<file path="src/logic/drsc_pkg.sv">
// package for the disk read, check and scan command logic
package drsc_pkg;
  localparam logic [3:0] OP_READ = 4'hB;
  localparam logic [3:0] OP_CHECK = 4'hC;
  localparam logic [3:0] OP_SCAN = 4'hD;
  // register offsets on the command port
  localparam logic [3:0] A_CMD = 4'h0;
  localparam logic [3:0] A_MARK = 4'h1;
  localparam logic [3:0] A_CYLH = 4'h2;
  localparam logic [3:0] A_CYLL = 4'h3;
  localparam logic [3:0] A_HEAD = 4'h4;
  localparam logic [3:0] A_SECT = 4'h5;
  localparam logic [3:0] A_SECTORS_REMAINING = 4'h6;
  localparam logic [3:0] A_LTRK = 4'h7;
  localparam logic [3:0] A_LSEC = 4'h8;
  localparam logic [3:0] A_MODE = 4'h9;
  localparam logic [3:0] A_EST = 4'hA;
  localparam logic [3:0] A_STAT = 4'hB;
  // error status byte bit positions
  localparam int EB_EOC = 7;
  localparam int EB_EQC = 6;
  localparam int EB_NR = 5;
  localparam int EB_DER = 4;
  localparam int EB_OVR = 3;
  localparam int EB_ND = 2;
  localparam int EB_MDM = 1;
  // controller status bits
  localparam int SB_BUSY = 0;
  localparam int SB_DONE = 1;
  localparam int SB_ABN = 2;
  localparam int SB_RRQ = 3;
  localparam int SB_MIS = 4;
  // mode bits
  localparam int MB_ECC = 0;
  localparam int MB_SOFT = 1;
  // index pulse limits
  localparam logic [1:0] IDX_SYNC_LIM = 2'h3;
  localparam logic [1:0] IDX_FIND_LIM = 2'h2;
  localparam logic [7:0] SCAN_TC_BYTE = 8'h00;
  localparam logic [7:0] RST_BYTE = 8'h00;
  typedef enum {ST_IDLE, ST_SEEK, ST_DATA, ST_CHK, ST_ADV} drsc_state_t;
endpackage

</file>
<file path="src/logic/drsc_core.sv">
// read, check and scan command execution for a disk controller
`timescale 1ns/1ps
module drsc_core
  import drsc_pkg::*;
(
  // clock and reset
  input wire logic clk_sys_i,
  input wire logic sys_rst_i,
  // register port
  input wire logic [3:0] reg_addr_i,
  input wire logic [7:0] reg_wdata_i,
  input wire logic reg_wr_i,
  input wire logic reg_rd_i,
  output logic [7:0] reg_rdata_o,
  // drive, from pins
  input wire logic drv_ready_i,
  input wire logic drv_fault_i,
  input wire logic index_pulse_i,
  output logic [1:0] unit_select_o,
  output logic [7:0] physical_head_number_o,
  // format controller events, same clock
  input wire logic id_mark_seen_i,
  input wire logic id_match_i,
  input wire logic data_mark_miss_i,
  input wire logic disk_byte_vld_i,
  input wire logic [7:0] disk_byte_i,
  input wire logic sector_end_i,
  input wire logic crc_err_i,
  input wire logic ecc_err_i,
  input wire logic ecc_correctable_i,
  input wire logic fifo_full_i,
  // dma side
  output logic dma_req_o,
  input wire logic dma_ack_i,
  input wire logic [7:0] dma_rdata_i,
  output logic [7:0] dma_wdata_o,
  input wire logic transfer_count_done_i,
  // sector search request to format controller
  output logic seek_sector_o
);
  drsc_state_t st_r, st_nxt;
  logic [7:0] mark_r, cylh_r, cyll_r, head_r, sect_r, sectors_remaining_r;
  logic [7:0] ltrk_r, lsec_r, mode_r, est_r, stat_r, rdata_r;
  logic [3:0] op_r;
  logic [1:0] unit_r, idx_cnt_r;
  logic tc_r, mis_r, dwr_r;
  logic [7:0] dwdata_r;
  logic [2:0] rdy_s, flt_s, idx_s;

  function automatic logic [7:0] err_bit(input int pos);
    err_bit = 8'h01 << pos;
  endfunction

  // pin inputs pass three flops; only the second and the third stage are read
  always_ff @(posedge clk_sys_i) begin
    if (sys_rst_i) begin
      rdy_s <= 3'h0;
      flt_s <= 3'h0;
      idx_s <= 3'h0;
    end else begin
      rdy_s <= {rdy_s[1:0], drv_ready_i};
      flt_s <= {flt_s[1:0], drv_fault_i};
      idx_s <= {idx_s[1:0], index_pulse_i};
    end
  end
  wire rdy = rdy_s[1];
  wire flt = flt_s[1];
  wire idx_rise = idx_s[1] & ~idx_s[2];

  wire busy = st_r != ST_IDLE;
  wire is_scan = op_r == OP_SCAN;
  wire is_read = op_r == OP_READ;
  wire go_cmd = reg_wr_i && reg_addr_i == A_CMD && !busy;
  wire op_ok = reg_wdata_i[7:4] == OP_READ || reg_wdata_i[7:4] == OP_CHECK
    || reg_wdata_i[7:4] == OP_SCAN;
  wire par_wr = reg_wr_i && !busy;
  // limits are compared after the increment, so the limit value itself is
  // never used as a sector or head index
  wire [7:0] sect_inc = sect_r + 8'h01;
  wire [7:0] head_inc = head_r + 8'h01;
  wire last_sec = sect_inc == lsec_r;
  wire last_trk = head_inc == ltrk_r;
  wire ecc_mode = mode_r[MB_ECC];
  // compare byte: memory data, or 00 once terminal count seen
  wire [7:0] cmp_byte = tc_r ? SCAN_TC_BYTE : dma_rdata_i;
  wire byte_in = st_r == ST_DATA && disk_byte_vld_i;

  // error evaluation in priority order
  logic [7:0] err_set;
  logic abn, fin_ok;
  always_comb begin
    err_set = RST_BYTE;
    abn = 1'b0;
    fin_ok = 1'b0;
    if (busy && !rdy) begin
      err_set = err_bit(EB_NR);
      abn = 1'b1;
    end else if (st_r == ST_DATA && flt) begin
      err_set = err_bit(EB_EQC);
      abn = 1'b1;
    end else if (st_r == ST_SEEK && idx_rise && !id_mark_seen_i
                 && idx_cnt_r == IDX_SYNC_LIM - 2'h1) begin
      abn = 1'b1;
    end else if (st_r == ST_SEEK && idx_rise
                 && idx_cnt_r == IDX_FIND_LIM - 2'h1 && id_mark_seen_i) begin
      err_set = err_bit(EB_ND);
      abn = 1'b1;
    end else if (st_r == ST_DATA && data_mark_miss_i) begin
      err_set = err_bit(EB_MDM);
      abn = 1'b1;
    end else if (byte_in && fifo_full_i && !dma_ack_i && is_read
                 && !tc_r) begin
      err_set = err_bit(EB_OVR);
      abn = 1'b1;
    end else if (st_r == ST_CHK && ecc_mode && ecc_err_i) begin
      err_set = err_bit(EB_DER);
      // check command only detects, never corrects
      abn = !(ecc_correctable_i && is_read);
      fin_ok = !abn;
    end else if (st_r == ST_CHK && !ecc_mode && crc_err_i) begin
      err_set = err_bit(EB_DER);
      abn = 1'b1;
    end
  end

  wire rrq_evt = st_r == ST_SEEK && idx_rise && !id_mark_seen_i
    && idx_cnt_r == IDX_SYNC_LIM - 2'h1 && rdy;
  wire scan_hit = st_r == ST_CHK && is_scan && !mis_r;
  wire cnt_last = sectors_remaining_r == 8'h01;
  wire eoc = last_sec && last_trk && !cnt_last;

  always_comb begin
    st_nxt = st_r;
    case (st_r)
      ST_IDLE: if (go_cmd && op_ok) st_nxt = ST_SEEK;
      ST_SEEK: if (abn) st_nxt = ST_IDLE;
               else if (id_match_i) st_nxt = ST_DATA;
      ST_DATA: if (abn) st_nxt = ST_IDLE;
               else if (sector_end_i) st_nxt = ST_CHK;
      ST_CHK: if (abn || fin_ok || scan_hit) st_nxt = ST_IDLE;
              else st_nxt = ST_ADV;
      ST_ADV: if (cnt_last || eoc) st_nxt = ST_IDLE;
              else st_nxt = ST_SEEK;
      default: st_nxt = ST_IDLE;
    endcase
  end

  always_ff @(posedge clk_sys_i) begin
    if (sys_rst_i) st_r <= ST_IDLE;
    else st_r <= st_nxt;
  end

  // index pulse counter for the sector search
  always_ff @(posedge clk_sys_i) begin
    if (sys_rst_i || st_r != ST_SEEK) idx_cnt_r <= 2'h0;
    else if (idx_rise) idx_cnt_r <= idx_cnt_r + 2'h1;
  end

  // command, parameters and sector advance
  always_ff @(posedge clk_sys_i) begin
    if (sys_rst_i) begin
      op_r <= 4'h0;
      unit_r <= 2'h0;
      {mark_r, cylh_r, cyll_r, head_r, sect_r, sectors_remaining_r} <= {6{RST_BYTE}};
      {ltrk_r, lsec_r, mode_r} <= {3{RST_BYTE}};
    end else begin
      if (go_cmd && op_ok) begin
        op_r <= reg_wdata_i[7:4];
        unit_r <= reg_wdata_i[1:0];
      end
      if (par_wr) begin
        case (reg_addr_i)
          A_MARK: mark_r <= reg_wdata_i;
          A_CYLH: cylh_r <= reg_wdata_i;
          A_CYLL: cyll_r <= reg_wdata_i;
          A_HEAD: head_r <= reg_wdata_i;
          A_SECT: sect_r <= reg_wdata_i;
          A_SECTORS_REMAINING: sectors_remaining_r <= reg_wdata_i;
          A_LTRK: ltrk_r <= reg_wdata_i;
          A_LSEC: lsec_r <= reg_wdata_i;
          A_MODE: mode_r <= reg_wdata_i;
          default: ;
        endcase
      end
      // abnormal stop before advance keeps the failing location
      if (st_r == ST_ADV && !eoc) begin
        sectors_remaining_r <= sectors_remaining_r - 8'h01;
        if (last_sec) begin
          sect_r <= 8'h00;
          if (last_trk) begin
            head_r <= 8'h00;
            cyll_r <= cyll_r + 8'h01;
          end else begin
            head_r <= head_inc;
          end
        end else begin
          sect_r <= sect_inc;
        end
      end
    end
  end

  // error and controller status; a new command clears them except the reset request bit SB_RRQ
  always_ff @(posedge clk_sys_i) begin
    if (sys_rst_i) begin
      est_r <= RST_BYTE;
      stat_r <= RST_BYTE;
    end else begin
      if (go_cmd && op_ok) begin
        est_r <= RST_BYTE;
        stat_r <= err_bit(SB_BUSY) | (stat_r & err_bit(SB_RRQ));
      end else begin
        est_r <= est_r | err_set;
        if (rrq_evt) stat_r[SB_RRQ] <= 1'b1;
        if (st_r == ST_ADV && eoc) begin
          est_r[EB_EOC] <= 1'b1;
          stat_r[SB_ABN] <= 1'b1;
        end
        if (st_r == ST_ADV && is_scan && (eoc || cnt_last))
          stat_r[SB_MIS] <= 1'b1;
        if (busy && abn) stat_r[SB_ABN] <= 1'b1;
        if (busy && st_nxt == ST_IDLE) begin
          stat_r[SB_BUSY] <= 1'b0;
          stat_r[SB_DONE] <= 1'b1;
        end
      end
    end
  end

  // scan compare and terminal count latch
  always_ff @(posedge clk_sys_i) begin
    if (sys_rst_i || st_r == ST_IDLE || st_r == ST_ADV) mis_r <= 1'b0;
    else if (byte_in && is_scan && disk_byte_i != cmp_byte)
      mis_r <= 1'b1;
  end
  always_ff @(posedge clk_sys_i) begin
    if (sys_rst_i || st_r == ST_IDLE) tc_r <= 1'b0;
    else if (transfer_count_done_i) tc_r <= 1'b1;
  end

  // dma write data registered; request only on read, before terminal count
  always_ff @(posedge clk_sys_i) begin
    if (sys_rst_i) begin
      dwr_r <= 1'b0;
      dwdata_r <= RST_BYTE;
    end else begin
      dwr_r <= byte_in && is_read && !tc_r;
      if (byte_in) dwdata_r <= disk_byte_i;
    end
  end
  // scan fetches memory bytes until terminal count, then compares 00
  assign dma_req_o = dwr_r | (byte_in && is_scan && !tc_r);
  assign dma_wdata_o = dwdata_r;
  assign unit_select_o = unit_r;
  assign physical_head_number_o = head_r;
  assign seek_sector_o = st_r == ST_SEEK;

  // read port: data valid the cycle after the strobe
  logic [7:0] rd_mux;
  always_comb begin
    case (reg_addr_i)
      A_CMD: rd_mux = {op_r, 2'h0, unit_r};
      A_MARK: rd_mux = mark_r;
      A_CYLH: rd_mux = cylh_r;
      A_CYLL: rd_mux = cyll_r;
      A_HEAD: rd_mux = head_r;
      A_SECT: rd_mux = sect_r;
      A_SECTORS_REMAINING: rd_mux = sectors_remaining_r;
      A_LTRK: rd_mux = ltrk_r;
      A_LSEC: rd_mux = lsec_r;
      A_MODE: rd_mux = mode_r;
      A_EST: rd_mux = est_r;
      A_STAT: rd_mux = stat_r;
      default: rd_mux = RST_BYTE;
    endcase
  end
  always_ff @(posedge clk_sys_i) begin
    if (sys_rst_i) rdata_r <= RST_BYTE;
    else if (reg_rd_i) rdata_r <= rd_mux;
    else rdata_r <= RST_BYTE;
  end
  assign reg_rdata_o = rdata_r;

  chk_eoc_flag: assert property (
    @(posedge clk_sys_i) disable iff (sys_rst_i)
    st_r == ST_ADV && eoc |=> est_r[EB_EOC] && st_r == ST_IDLE)
    else $error("end of cylinder not flagged");
  chk_nr_abort: assert property (
    @(posedge clk_sys_i) disable iff (sys_rst_i)
    busy && !rdy && !go_cmd |=> est_r[EB_NR] && !busy)
    else $error("not ready did not abort");
  chk_tc_no_dma: assert property (
    @(posedge clk_sys_i) disable iff (sys_rst_i)
    tc_r && st_r == ST_DATA |=> !dwr_r)
    else $error("dma after terminal count");
  chk_check_nodma: assert property (
    @(posedge clk_sys_i) disable iff (sys_rst_i)
    op_r == OP_CHECK |-> !dwr_r)
    else $error("check command moved data");
  chk_sectors_remaining_dec: assert property (
    @(posedge clk_sys_i) disable iff (sys_rst_i)
    st_r == ST_ADV && !eoc |=> sectors_remaining_r == $past(sectors_remaining_r) - 8'h01)
    else $error("count not decremented");
  chk_sec_wrap: assert property (
    @(posedge clk_sys_i) disable iff (sys_rst_i)
    st_r == ST_ADV && !eoc && last_sec |=> sect_r == 8'h00)
    else $error("sector did not wrap");
  chk_crc_abort: assert property (
    @(posedge clk_sys_i) disable iff (sys_rst_i)
    st_r == ST_CHK && !ecc_mode && crc_err_i && rdy
    |=> est_r[EB_DER] && stat_r[SB_ABN])
    else $error("crc error not reported");
  chk_busy_lock: assert property (
    @(posedge clk_sys_i) disable iff (sys_rst_i)
    busy && reg_wr_i && reg_addr_i == A_CMD
    |=> $stable(op_r) && $stable(unit_r))
    else $error("command changed while busy");
  chk_scan_hit: assert property (
    @(posedge clk_sys_i) disable iff (sys_rst_i)
    scan_hit && !abn |=> st_r == ST_IDLE && $stable(sect_r))
    else $error("scan match location moved");
  chk_ovr_abort: assert property (
    @(posedge clk_sys_i) disable iff (sys_rst_i)
    byte_in && fifo_full_i && !dma_ack_i && is_read && !tc_r && rdy
    && !flt && !data_mark_miss_i |=> est_r[EB_OVR] && !busy)
    else $error("overrun not reported");
  chk_nd_abort: assert property (
    @(posedge clk_sys_i) disable iff (sys_rst_i)
    st_r == ST_SEEK && idx_rise && id_mark_seen_i && rdy
    && idx_cnt_r == IDX_FIND_LIM - 2'h1 |=> est_r[EB_ND] && !busy)
    else $error("missing sector not reported");
endmodule

</file>
<file path="config.mk">
export PLATFORM = sky130hd
export DESIGN_NAME = drsc_core
export DESIGN_NICKNAME = d
export VERILOG_FILES = /design/src/logic/drsc_pkg.sv /design/src/logic/drsc_core.sv
export SDC_FILE = /design/constraint.sdc
export NUM_CORES = 1
export LEC_CHECK = 0
export ABC_CLOCK_PERIOD_IN_PS = 3100
export BUFFER_PORTS_ARGS = -buffer_cell sky130_fd_sc_hd__buf_2
export CORE_ASPECT_RATIO = 1.4
export CORE_MARGIN = 1.5
export CORE_UTILIZATION = 30
export DETAILED_ROUTE_END_ITERATION = 12
export GPL_ROUTABILITY_DRIVEN = 1
export PLACE_DENSITY = 0.56
export SLEW_MARGIN = 20
export SYNTH_ARGS = -nofsm -noshare
export SYNTH_HDL_FRONTEND = slang
export SYNTH_SLANG_ARGS = --single-unit
</file>
<file path="constraint.sdc">
create_clock -name clk_sys_i -period 3.1 [get_ports clk_sys_i]
set_input_delay 0.31 -clock clk_sys_i [delete_from_list [all_inputs] [get_ports clk_sys_i]]
set_output_delay 0.31 -clock clk_sys_i [all_outputs]
set_load 0.005 [all_outputs]
</file>
======== After elaboration in Yosys (flattened, before gate mapping) ========
Cells that the tools add are included.
operators by class
  $add $sub $neg .......................... 5
  multiplexer cells ....................... 55
  reduce and logical (&&, ||, !) cells .... 76
  equal/unequal tests ..................... 31
  bitwise gates (word level) .............. 6
operators with widths
  operator                                                                  number
  32-bit 2-to-1 mux                                                         5
  32-bit case mux with 5 select lines                                       1
  8-bit 2-to-1 mux                                                          18
  32-bit by 2-bit == test with 1-bit output, second input constant          3
  32-bit by 3-bit == test with 1-bit output, second input constant          3
  32-bit logical NOT                                                        3
  8-bit case mux with 12 select lines                                       1
  1-bit logical AND                                                         38
  4-bit == test, second input constant                                      9
  32-bit by 1-bit == test with 1-bit output, second input constant          1
  32-bit by 4-bit == test with 1-bit output, second input constant          1
  32-bit by 2-bit inequality test with 1-bit output, second input constant  1
  32-bit nonzero test                                                       1
  5-bit 2-to-1 mux                                                          6
  8-bit by 1-bit adder with 8-bit output, second input constant             3
  1-bit 2-to-1 mux                                                          21
  4-bit by 3-bit == test with 1-bit output, second input constant           4
  8-bit == test                                                             2
  2-bit AND reduction                                                       8
  7-bit 2-to-1 mux                                                          2
  1-bit logical NOT                                                         10
  2-bit nonzero test                                                        5
  4-bit by 2-bit == test with 1-bit output, second input constant           2
  8-bit by 1-bit == test with 1-bit output, second input constant           1
  other kinds (14)                                                          24
word-level totals
  word-level logic and storage cells ...... 200
  output and inout bits ................... 28
  register bits after elaboration ......... 151
  input port bits ......................... 46

======== Longest topological paths before layout ========
Gate-level depths: netlist of the first run.
  depth after elaboration ................. 20
  gate-level depth with buffers ........... 12
  mapped depth without buffers ............ 10

======== Worst setup path after synthesis of the first run ========
Ideal clock, no wire load.
  path type ............................... flip-flop to flip-flop
  start point ............................. reg head_r[0], in the netlist physical_head_number_o[0]
  end point ............................... reg cyll_r[2]
  data arrival time ....................... 2.553 ns
  stages on the path, launching flop included .. 12
  slack ................................... 0.433 ns
  path buffers ............................ 2
  library setup time ...................... 0.115 ns
  period minus slack after synthesis ...... 2.667 ns
  required time ........................... 2.985 ns
  cells stage by stage .................... dfxtp_1 -> ha_1 -> nand3_1 -> o21ai_1 -> nand4b_4 -> nor4b_4 -> buf_6 -> nand2_4 -> or2_1 -> buf_6 -> a31o_1 -> o21a_1
between the ends
  word-level cells in the longest chain between the ends .. 7
  elaborated cells on any way between the ends .. 9
  classes of those cells .................. add/sub: 1; eq/ne: 1; mux: 3; reduce/logical: 4
RTL lines
  what                                      line              RTL
  from (decl)                               drsc_core.sv:42   logic [7:0] mark_r, cylh_r, cyll_r, head_r, sect_r, sectors_remaining_r;
  from (signal assigned)                    drsc_core.sv:164  {mark_r, cylh_r, cyll_r, head_r, sect_r, sectors_remaining_r} <= {6{RST_BYTE}};
  from (signal assigned)                    drsc_core.sv:176  A_HEAD: head_r <= reg_wdata_i;
  from (signal assigned)                    drsc_core.sv:194  head_r <= head_inc;
  8-bit by 1-bit adder with 8-bit output *  drsc_core.sv:80   wire [7:0] head_inc = head_r + 8'h01;
  8-bit == test *                           drsc_core.sv:82   wire last_trk = head_inc == ltrk_r;
  1-bit logical AND (2 in series)           drsc_core.sv:130  wire eoc = last_sec && last_trk && !cnt_last;
  1-bit logical NOT                         drsc_core.sv:186  if (st_r == ST_ADV && !eoc) begin
  1-bit logical AND                         drsc_core.sv:186
  8-bit 2-to-1 mux *                        drsc_core.sv:186
  to (signal assigned)                      drsc_core.sv:164
  to (signal assigned)                      drsc_core.sv:175  A_CYLL: cyll_r <= reg_wdata_i;
  to (signal assigned)                      drsc_core.sv:192  cyll_r <= cyll_r + 8'h01;
  to (decl)                                 drsc_core.sv:42
Mark *: on every way between the ends. The rest lies on a longest branch, timed or not.
A chain may end at the register's enable or synchronous reset.

======== Worst setup path after layout of the first run ========
  start point ............................. reg head_r[1], in the netlist physical_head_number_o[1]
  end point ............................... reg sectors_remaining_r[7]
between the ends
  word-level cells in the longest chain between the ends .. 8
  elaborated cells on any way between the ends .. 10
  classes of those cells .................. add/sub: 1; eq/ne: 1; mux: 1; reduce/logical: 7
RTL lines
  what                                      line              RTL
  8-bit by 1-bit adder with 8-bit output *  drsc_core.sv:80
  8-bit == test *                           drsc_core.sv:82
  1-bit logical AND * (2 in series)         drsc_core.sv:130
  1-bit logical NOT *                       drsc_core.sv:186
  1-bit logical AND *                       drsc_core.sv:186
  2-bit nonzero test (no source line)       -
  2-bit AND reduction (no source line)      -
  to (signal assigned)                      drsc_core.sv:164
  to (signal assigned)                      drsc_core.sv:178  A_SECTORS_REMAINING: sectors_remaining_r <= reg_wdata_i;
  to (signal assigned)                      drsc_core.sv:187  sectors_remaining_r <= sectors_remaining_r - 8'h01;
  to (decl)                                 drsc_core.sv:42
Marks and branches as above.

==> results of run 1 <==
-- layout make-up --
type / instances / area [sq um] / share of cell area [%]
repair buffers: 107 / 621 / 6.96
well taps: 315 / 394 / 4.42
flip-flops and latches: 150 / 3000 / 33.7
diodes: 1 / 2.50 / 0.0281
multi-input cells: 661 / 4240 / 47.6
inverters: 19 / 71.3 / 0.800
clock buffers: 17 / 425 / 4.77
clock inverters: 15 / 158 / 1.77
-- sequential cells by signal, indices dropped and copies added, names as in the netlist, 2 cells and up --
name,count
sectors_remaining_r,8
op_r,4
sect_r,8
stat_r,5
cyll_r,8
rdy_s,2
idx_cnt_r,2
ltrk_r,8
est_r,7
mode_r,8
cylh_r,8
reg_rdata_o,8
dma_wdata_o,8
lsec_r,8
mark_r,8
st_r,32
idx_s,3
flt_s,2
physical_head_number_o,8
unit_select_o,2
-- synth_stat cells (all sizes together), types with 8 or more instances --
master  instances  area share (%)
dfxtp         150              40
nor2b          20             1.7
clkbuf         44             2.2
o21ai          22             1.5
nor3           20             1.3
a22o           10             1.2
nor2          109             5.5
a211oi          9            0.97
inv            19            0.96
xnor2          16             1.9
nand3          38             2.5
nand4          11             1.0
o21a            8            0.80
mux2            8             1.2
o211ai          9            0.90
a21oi          53             3.7
xor2           11             1.3
buf            15             1.3
nand2          71             3.7
a22oi          11             1.1
and3            9            0.75
mux2i          61             8.2
a31oi          15             1.3
nor4            9            0.75
-- power groups by stage --
stage	clock, mW	sequential (mW)	combinational (mW)
global route	2.20	1.97	0.242
finish	2.06	1.97	0.225
detailed placement	0	2.01	0.221
global placement	0	2.01	0.221
CTS	2.11	1.97	0.222
floorplan	0	2.01	0.124
-- stage by stage --
stage | power (mW) | instance area (sq um)
global placement | 2.23 | 8330
detailed placement | 2.23 | 8330
global route | 4.41 | 8910
finish | 4.25 | 8910
CTS | 4.30 | 8910
floorplan | 2.13 | 7570
-- worst paths after layout --
| kind | slack [ns] | endpoint | start | cells past startpoint |
|---|---|---|---|---|
| min reg2reg | 0.46 | cylh_r[7]$_SDFFE_PP0P_ | cylh_r[7]$_SDFFE_PP0P_ | 2 |
| min | 0.1 | flt_s[0]$_SDFF_PP0_ | drv_fault_i | 2 |
| max reg2reg | 0.28 | sectors_remaining_r[7]$_SDFFE_PP0P_ | physical_head_number_o[1]$_SDFF_PP0_ | 10 |
| max | 0.28 | sectors_remaining_r[7]$_SDFFE_PP0P_ | physical_head_number_o[1]$_SDFF_PP0_ | 10 |
-- cells by family (layout without fill, tap and decap cells) --
| family | count (synthesis) | after routing | share of synthesized area, % |
|---|---|---|---|
| xor+xnor | 29 | 29 | 3.77 |
| compound gates | 184 | 184 | 17.2 |
| fa+ha+maj | 7 | 7 | 1.17 |
| flops | 150 | 150 | 40.2 |
| mux | 71 | 71 | 9.99 |
| other cells | 1 | 30 | 0.0502 |
| buf+inv | 78 | 158 | 4.46 |
| simple gates | 341 | 341 | 23.1 |
-- per-layer routing --
layer  vias to the layer above  global-route usage [%]  part of all wire, %
li1                       3270                       -                    -
met1                      3283                    24.0                   43
met2                       235                    31.9                   49
met3                        35                    3.89                  5.7
met4                         0                    6.59                  2.4
met5                         -                       0                    0
==> impl_metrics.ini, run 1 <==
[outcome]
status = completed

[cts]
post_cts_resized = 0
postCtsSetupRepairBufs = 0
hold_buffers = 0
cts_buffer_depth = 2
clkTransAtPathRegs_ns = 0.07
clock_sinks = 150
cts_buffers = 17
htree_levels = 4
cts_root_buf = clkbuf_16
cts_tree = yes
insertion_delay_ns = 0.43

[power]
peakVddDrop_mv = 0.373
seqPwrFrac_pct = 46.3
swShare_pct = 25.6
power_frac_comb_pct = 5.3
p_leak_nw = 3.69
p_switching_mw = 1.09
powerDensity_nw_per_um2 = 477
power.internal_mw = 3.17
p_clk_share_pct = 48.5

[routing]
vias = 6823
drt_first_pass_iters = 7
routed_wl_mm = 24.2
ant_nets = 0
wl_per_cell_microns = 18.8
drt-initial-drc-count = 585
drc = 0
viasPerCell = 5.31

[floorplanning]
num_rows = 68
core_area_sq_um = 24600
initial_core_util_pct = 30.4
dieWidth_microns = 136
die-area_sq_um = 25900
die_h_microns = 190
io_pins = 74

[timing]
fin_crit_ns = 2.82
rsz0062_at_grt = false
finalCritPeriodShare_pct = 90.8
finalSetupViolCount = 0
slew_violations = 0
hold_violations = 0
slew_headroom_pct = 47.1
hold_slack_ns = 0.0968
final.setup.tns_ns = 0
clock.fmax_mhz = 355
worst_pin_slew_ns = 0.793
finalClockSkew_ns = 0.0114
setup_ws_ns = 0.284

[yosys]
synth_seq_cells = 150
synth_area_sq_um = 7470
async_flop_share_pct = 0
synth_flop_cell = dfxtp_1
synth_warnings = 0
syn_area_per_cell_sq_um = 8.67
yosys.cell_types.count = 76
synth_cells = 861
synth_enable_flop_cells = 0
ys_seq_area_share_pct = 40.2

[placement]
io_buffer_count = 73
post-dp-hpwl_mm = 17.6
gp_congestion = 0.899
dp.cells = 1252
place_ws_ns = 0.292

[global_route]
grt.total_usage_pct = 19.0
grt-ovfl-total = 0
grt_pass1_wl_mm = 37.2
grt_max_degree = 69
grt_pass1_vias = 6406
antenna_found_initial = 1

[min_path]
hp-class = in -> reg

[critical_path]
critical_path_class = reg -> reg
end_kind = flip-flop
cp_top_family = simple AND/OR/NAND/NOR gates
worstPathMaxFanout = 11
critPathBufInv = 1
slowest_delay_ns = 0.43
path_cells = ha_2 -> nand3_1 -> o21ai_1 -> nand4b_4 -> nor4b_4 -> buf_4 -> nand3_1 -> mux2_2 -> a221oi_1 -> a21oi_1
worstPathRequired_ns = 3.38
arrival_ns = 3.09
cp_common_cell = nand3_1
start_kind = flip-flop
critPathSlowestCell = dfxtp_1

[layout]
drive_above_1_share_pct = 17.1
nets = 1009
stdcell_count = 1285
final_common_cell = dfxtp_1
fillerInstances = 2498
area_growth_pct = 19.4
final_cell_mix = 150 x dfxtp_1, 108 x nor2_1, 73 x buf_2
post-route-util_pct = 36.3

[job]
cap_violations = 0
Power figures use the tool's default switching activity.
==> run 2: changes to the inputs <==
--- a/config.mk
+++ b/config.mk
@@ -5,14 +5,15 @@
 export SDC_FILE = /design/constraint.sdc
 export NUM_CORES = 1
 export LEC_CHECK = 0
-export ABC_CLOCK_PERIOD_IN_PS = 3100
+export ABC_CLOCK_PERIOD_IN_PS = 3000
 export BUFFER_PORTS_ARGS = -buffer_cell sky130_fd_sc_hd__buf_2
+export CAP_MARGIN = 25
 export CORE_ASPECT_RATIO = 1.4
 export CORE_MARGIN = 1.5
-export CORE_UTILIZATION = 30
+export CORE_UTILIZATION = 59
 export DETAILED_ROUTE_END_ITERATION = 12
 export GPL_ROUTABILITY_DRIVEN = 1
-export PLACE_DENSITY = 0.56
+export PLACE_DENSITY = 0.9
 export SLEW_MARGIN = 20
 export SYNTH_ARGS = -nofsm -noshare
 export SYNTH_HDL_FRONTEND = slang
==> constraint.sdc (replaced) <==
create_clock -name clk_sys_i -period 3 [get_ports clk_sys_i]
set_input_delay 0.3 -clock clk_sys_i [delete_from_list [all_inputs] [get_ports clk_sys_i]]
set_output_delay 0.3 -clock clk_sys_i [all_outputs]
set_load 0.005 [all_outputs]
==> impl_metrics.ini, run 2 (synthesized netlist as in run 1, its figures left out) <==
[layout]
largest_register_ffs = 32
final_common_cell = dfxtp_1
post-route-util_pct = 70.7
final_cell_mix = 150 x dfxtp_1, 108 x nor2_1, 73 x buf_2
final_cell_area_sq_um = 8700
diodes = 0
largest-register = st_r
drive_above_1_share_pct = 16.9
area_growth_pct = 16.5
fillerInstances = 906
nets = 1008

[timing]
rsz0062_at_grt = false
finalCritPeriodShare_pct = 93.5
hold_slack_ns = 0.104
final.setup.tns_ns = 0
hold_violations = 0
finalClockSkew_ns = 0.00678
clock.fmax_mhz = 356
slew_violations = 0
slew_headroom_pct = 52.5
finalSetupViolCount = 0
worst_pin_slew_ns = 0.695
fin_crit_ns = 2.81

[routing]
ant_nets = 0
wl_per_cell_microns = 20.2
drc = 0
drt_first_pass_iters = 9
viasPerCell = 6.52
vias = 7285
routed_wl_mm = 22.6
drt-initial-drc-count = 1183

[cts]
hold_buffers = 0
post_cts_resized = 0
cts_buffers = 17
htree_levels = 4
postCtsSetupRepairBufs = 0
cts_root_buf = clkbuf_16
cts_buffer_depth = 2
clkTransAtPathRegs_ns = 0.07
cts_tree = yes
insertion_delay_ns = 0.43
clock_sinks = 150

[floorplanning]
initial_core_util_pct = 60.7
die-area_sq_um = 13300
num_rows = 48
core_area_sq_um = 12300
dieWidth_microns = 98.1
io_pins = 74
die_h_microns = 136

[power]
powerDensity_nw_per_um2 = 504
p_leak_nw = 3.68
peakVddDrop_mv = 0.371
power_mw = 4.38

[global_route]
use_met2_pct = 56.9
grtUsageMet1_pct = 38.7
grt_max_degree = 64
grt_pass1_vias = 6999
antenna_found_initial = 0
busiest_layer = met2
grt_pass1_wl_mm = 35.7
grt-ovfl-total = 0
gr-usage-met3_pct = 7.10
grt.total_usage_pct = 34.0

[critical_path]
worstPathRequired_ns = 2.70
arrival_ns = 2.51
critical_path_class = reg -> out
end_kind = output port
start_kind = flip-flop
worstPathMaxFanout = 11

[placement]
io_buffer_count = 73
post-dp-hpwl_mm = 15.7
post_dp_cell_area_sq_um = 8110
gp_congestion = 0.986

[min_path]
hp-class = in -> reg

[outcome]
status = completed

[job]
cap_violations = 0
run 2: critical path, cell delays in order (launching register included):
cell     delay, ns
dfxtp_1       0.30
nor4_1        0.42
nand4_1       0.23
nor3_1        0.25
buf_4         0.20
nand3_1       0.08
buf_4         0.21
o31ai_1       0.23
buf_2         0.16
run 2: per-stage QoR:
step / worst slack [ns] / instances
floorplan: 0.333 / 889
global placement: 0.371 / 1086
detailed placement: 0.294 / 1086
CTS: 0.208 / 1118
global route: 0.0526 / 1118
finish: 0.194 / 1118
run 2: layout make-up:
class / count / area, sq um / area share, %
multi-input cells: 661 / 4240 / 48.7
flip-flops and latches: 150 / 3000 / 34.5
clock buffers: 17 / 425 / 4.89
clock inverters: 15 / 161 / 1.86
well taps: 150 / 188 / 2.16
repair buffers: 106 / 613 / 7.05
inverters: 19 / 71.3 / 0.820
run 2: final timing paths:
| path | start | endpoint | slack (ns) | depth (start not counted) |
|---|---|---|---|---|
| worst max register to register | sect_r[0]$_SDFFE_PP0P_ | cyll_r[2]$_SDFF_PP0_ | 0.21 | 9 |
| worst min register to register | rdy_s[0]$_SDFF_PP0_ | rdy_s[1]$_SDFF_PP0_ | 0.44 | 1 |
| worst min-delay path | drv_fault_i | flt_s[0]$_SDFF_PP0_ | 0.10 | 2 |
| worst max-delay path | st_r[14]$_SDFF_PP0_ | dma_req_o | 0.19 | 8 |
run 2: layer usage:
layer / part of all wire, % / vias up / wire length [microns]
met2: 48 / 482 / 10800
met5: 0 / - / 0
li1: - / 3268 / -
met4: 7.4 / 0 / 1670
met1: 35 / 3393 / 8010
met3: 9.5 / 142 / 2160
run 2: power by group:
group	switching (mW)	total, mW	internal, mW
sequential	0.0140	2.03	2.02
clock	0.941	2.12	1.18
combinational	0.157	0.229	0.0724
==> run 3: changes to the inputs <==
--- a/config.mk
+++ b/config.mk
@@ -5,6 +5,7 @@
 export SDC_FILE = /design/constraint.sdc
 export NUM_CORES = 1
 export LEC_CHECK = 0
+export ABC_AREA = 1
 export ABC_CLOCK_PERIOD_IN_PS = 3000
 export BUFFER_PORTS_ARGS = -buffer_cell sky130_fd_sc_hd__buf_2
 export CAP_MARGIN = 25
==> impl_metrics.ini, run 3 <==
[cts]
cts_buffers = 17
clkTransAtPathRegs_ns = 0.06
cts_root_buf = clkbuf_16
cts_tree = yes
cts_buffer_depth = 2
clock_sinks = 150
post_cts_resized = 0
hold_buffers = 0
postCtsSetupRepairBufs = 0
insertion_delay_ns = 0.43
htree_levels = 4

[critical_path]
arrival_ns = 2.96
reg2reg_slack_ns = 0.34
end_kind = flip-flop
start_kind = flip-flop
critical_path_class = reg -> reg
worstPathMaxFanout = 16
crit-reg2reg-launch = st_r[14]$_SDFF_PP0_
worstPathRequired_ns = 3.30
rr_endpoint = lsec_r[2]$_SDFFE_PP0P_
r2r_cells = 11

[global_route]
grt_max_degree = 47
grt_pass1_wl_mm = 34.9
grt_pass1_vias = 7229
grt-ovfl-total = 0
grt.total_usage_pct = 33.4
antenna_found_initial = 0

[yosys]
async_flop_share_pct = 0
yosysTopAreaCellShare_pct = 40.2
synth_largest_area_cell = dfxtp_1
synth_warnings = 0
synthTopCellsByArea = dfxtp_1 40%, nand2_1 10%, inv_1 7.6%
synth.most_common_cell = nand2_1
synth_area_sq_um = 7470
synth_flop_cell = dfxtp_1
netlist_top_cells_count = 200 x nand2_1, 151 x inv_1, 150 x dfxtp_1
syn_area_per_cell_sq_um = 7.03
synth_enable_flop_cells = 0
yosys.cell_types.count = 43
synth_seq_cells = 150
synth_cells = 1063
ys_seq_area_share_pct = 40.2

[power]
p_switching_mw = 1.03
p_clk_share_pct = 48.3
powerDensity_nw_per_um2 = 499
power_mw = 4.30
peakVddDrop_mv = 0.487
p_leak_nw = 3.70
seqPwrFrac_pct = 47.2
power_frac_comb_pct = 4.4
swShare_pct = 23.9
power.internal_mw = 3.27

[timing]
fin_crit_ns = 2.66
slew_violations = 0
slew_headroom_pct = 40.5
rsz0062_at_grt = false
worst_pin_slew_ns = 0.892
clock.fmax_mhz = 376
final.setup.tns_ns = 0
finalSetupViolCount = 0
finalCritPeriodShare_pct = 88.6
finalClockSkew_ns = 0.00688
hold_violations = 0

[floorplanning]
dieWidth_microns = 98.1
die_h_microns = 136
num_rows = 48
die-area_sq_um = 13400
io_pins = 74
core_area_sq_um = 12400
initial_core_util_pct = 60.4

[min_path]
hp-class = in -> reg
hold_end = idx_s[0]$_SDFF_PP0_
whs_path_depth = 3
hold_start = index_pulse_i

[layout]
diodes = 0
final_cell_area_sq_um = 8620
area_growth_pct = 15.3
final_common_cell = nand2_1
largest_register_ffs = 32
nets = 1209
multi_input_area_sq_um = 3800
final_cell_mix = 200 x nand2_1, 151 x inv_1, 150 x dfxtp_1
final-seq-area_sq_um = 3000
largest-register = st_r
drive_above_1_share_pct = 13.6
fillerInstances = 1005

[routing]
drt-initial-drc-count = 864
vias = 7656
routed_wl_mm = 21.8
viasPerCell = 5.81
wl_per_cell_microns = 16.6
drt_first_pass_iters = 8
drc = 0
ant_nets = 0

[placement]
io_buffer_count = 73
gp_congestion = 0.990
post-dp-hpwl_mm = 15.3
post_dp_cell_area_sq_um = 8050

[outcome]
status = completed

[job]
cap_violations = 0
[run 3: power by group through the flow]
stage / clock network, mW / logic [mW] / registers [mW]
after floorplan: 0 / 0.108 / 2.07
after global placement: 0 / 0.180 / 2.07
after detailed placement: 0 / 0.182 / 2.07
after CTS: 2.08 / 0.184 / 2.03
after global routing: 2.16 / 0.208 / 2.03
final: 2.08 / 0.190 / 2.03
[run 3: worst max-delay path: stages, from the launching register on]
cell and delay [ns]:
dfxtp_1 0.29, nor2_1 0.10, nand2_1 0.08, nor2_1 0.25, nand2_1 0.12, nor2_1 0.13, nand2_1 0.26, inv_1 0.42
buf_4 0.23, nand2_1 0.27, o21ai_0 0.31, a21oi_1 0.06
[run 3: layout make-up]
class / instances / share of cell area [%]
clock buffers: 19 / 5.25
clock inverters: 12 / 1.41
inverters: 158 / 6.88
multi-input cells: 743 / 44.1
flip-flops and latches: 150 / 34.8
well taps: 150 / 2.18
repair buffers: 86 / 5.37
[run 3: logic make-up (layout without fill, tap and decap cells)]
kind of cell	count (synthesis)	count (layout)	synth area share [%]
and+or+nand+nor	459	459	28.5
buffers and inverters	198	275	10.4
DFF	150	150	40.2
other	1	29	0.0502
xor gates and xnor gates	23	23	2.70
AOI/OAI and AO/OA	225	225	17.0
adders and majority gates	7	7	1.17
[run 3: per-stage QoR]
stage / setup WS [ns] / utilization [%] / hold slack, ns / instances
2_1_floorplan: 0.822 / - / 0.388 / 1091
3_3_place_gp: 0.577 / 65.0 / 0.390 / 1287
3_5_place_dp: 0.465 / 65.0 / 0.398 / 1287
4_1_cts: 0.373 / 69.7 / 0.0751 / 1318
5_1_grt: 0.106 / 69.7 / 0.0775 / 1318
6_report: 0.341 / 69.7 / 0.0733 / 1318
[run 3: worst max path at each step]
stage	endpoint	slack, ns	cells past startpoint	from
3_5_place_dp	lsec_r[2]$_SDFFE_PP0P_	0.46	11	st_r[10]$_SDFF_PP0_
3_3_place_gp	lsec_r[5]$_SDFFE_PP0P_	0.58	11	st_r[18]$_SDFF_PP0_
6_report	lsec_r[2]$_SDFFE_PP0P_	0.34	11	st_r[14]$_SDFF_PP0_
4_1_cts	dma_req_o	0.37	11	st_r[16]$_SDFF_PP0_
2_1_floorplan	sectors_remaining_r[1]$_SDFFE_PP0P_	0.82	15	physical_head_number_o[0]$_SDFF_PP0_
5_1_grt	dma_req_o	0.11	11	st_r[31]$_SDFF_PP0_
[run 3: routing by layer]
layer	vias up	share of wire [%]	global-route usage, %
li1	3643	-	-
met1	3435	36	36.6
met2	439	48	56.8
met3	139	9.0	6.38
met4	0	7.4	25.6
met5	-	0	0
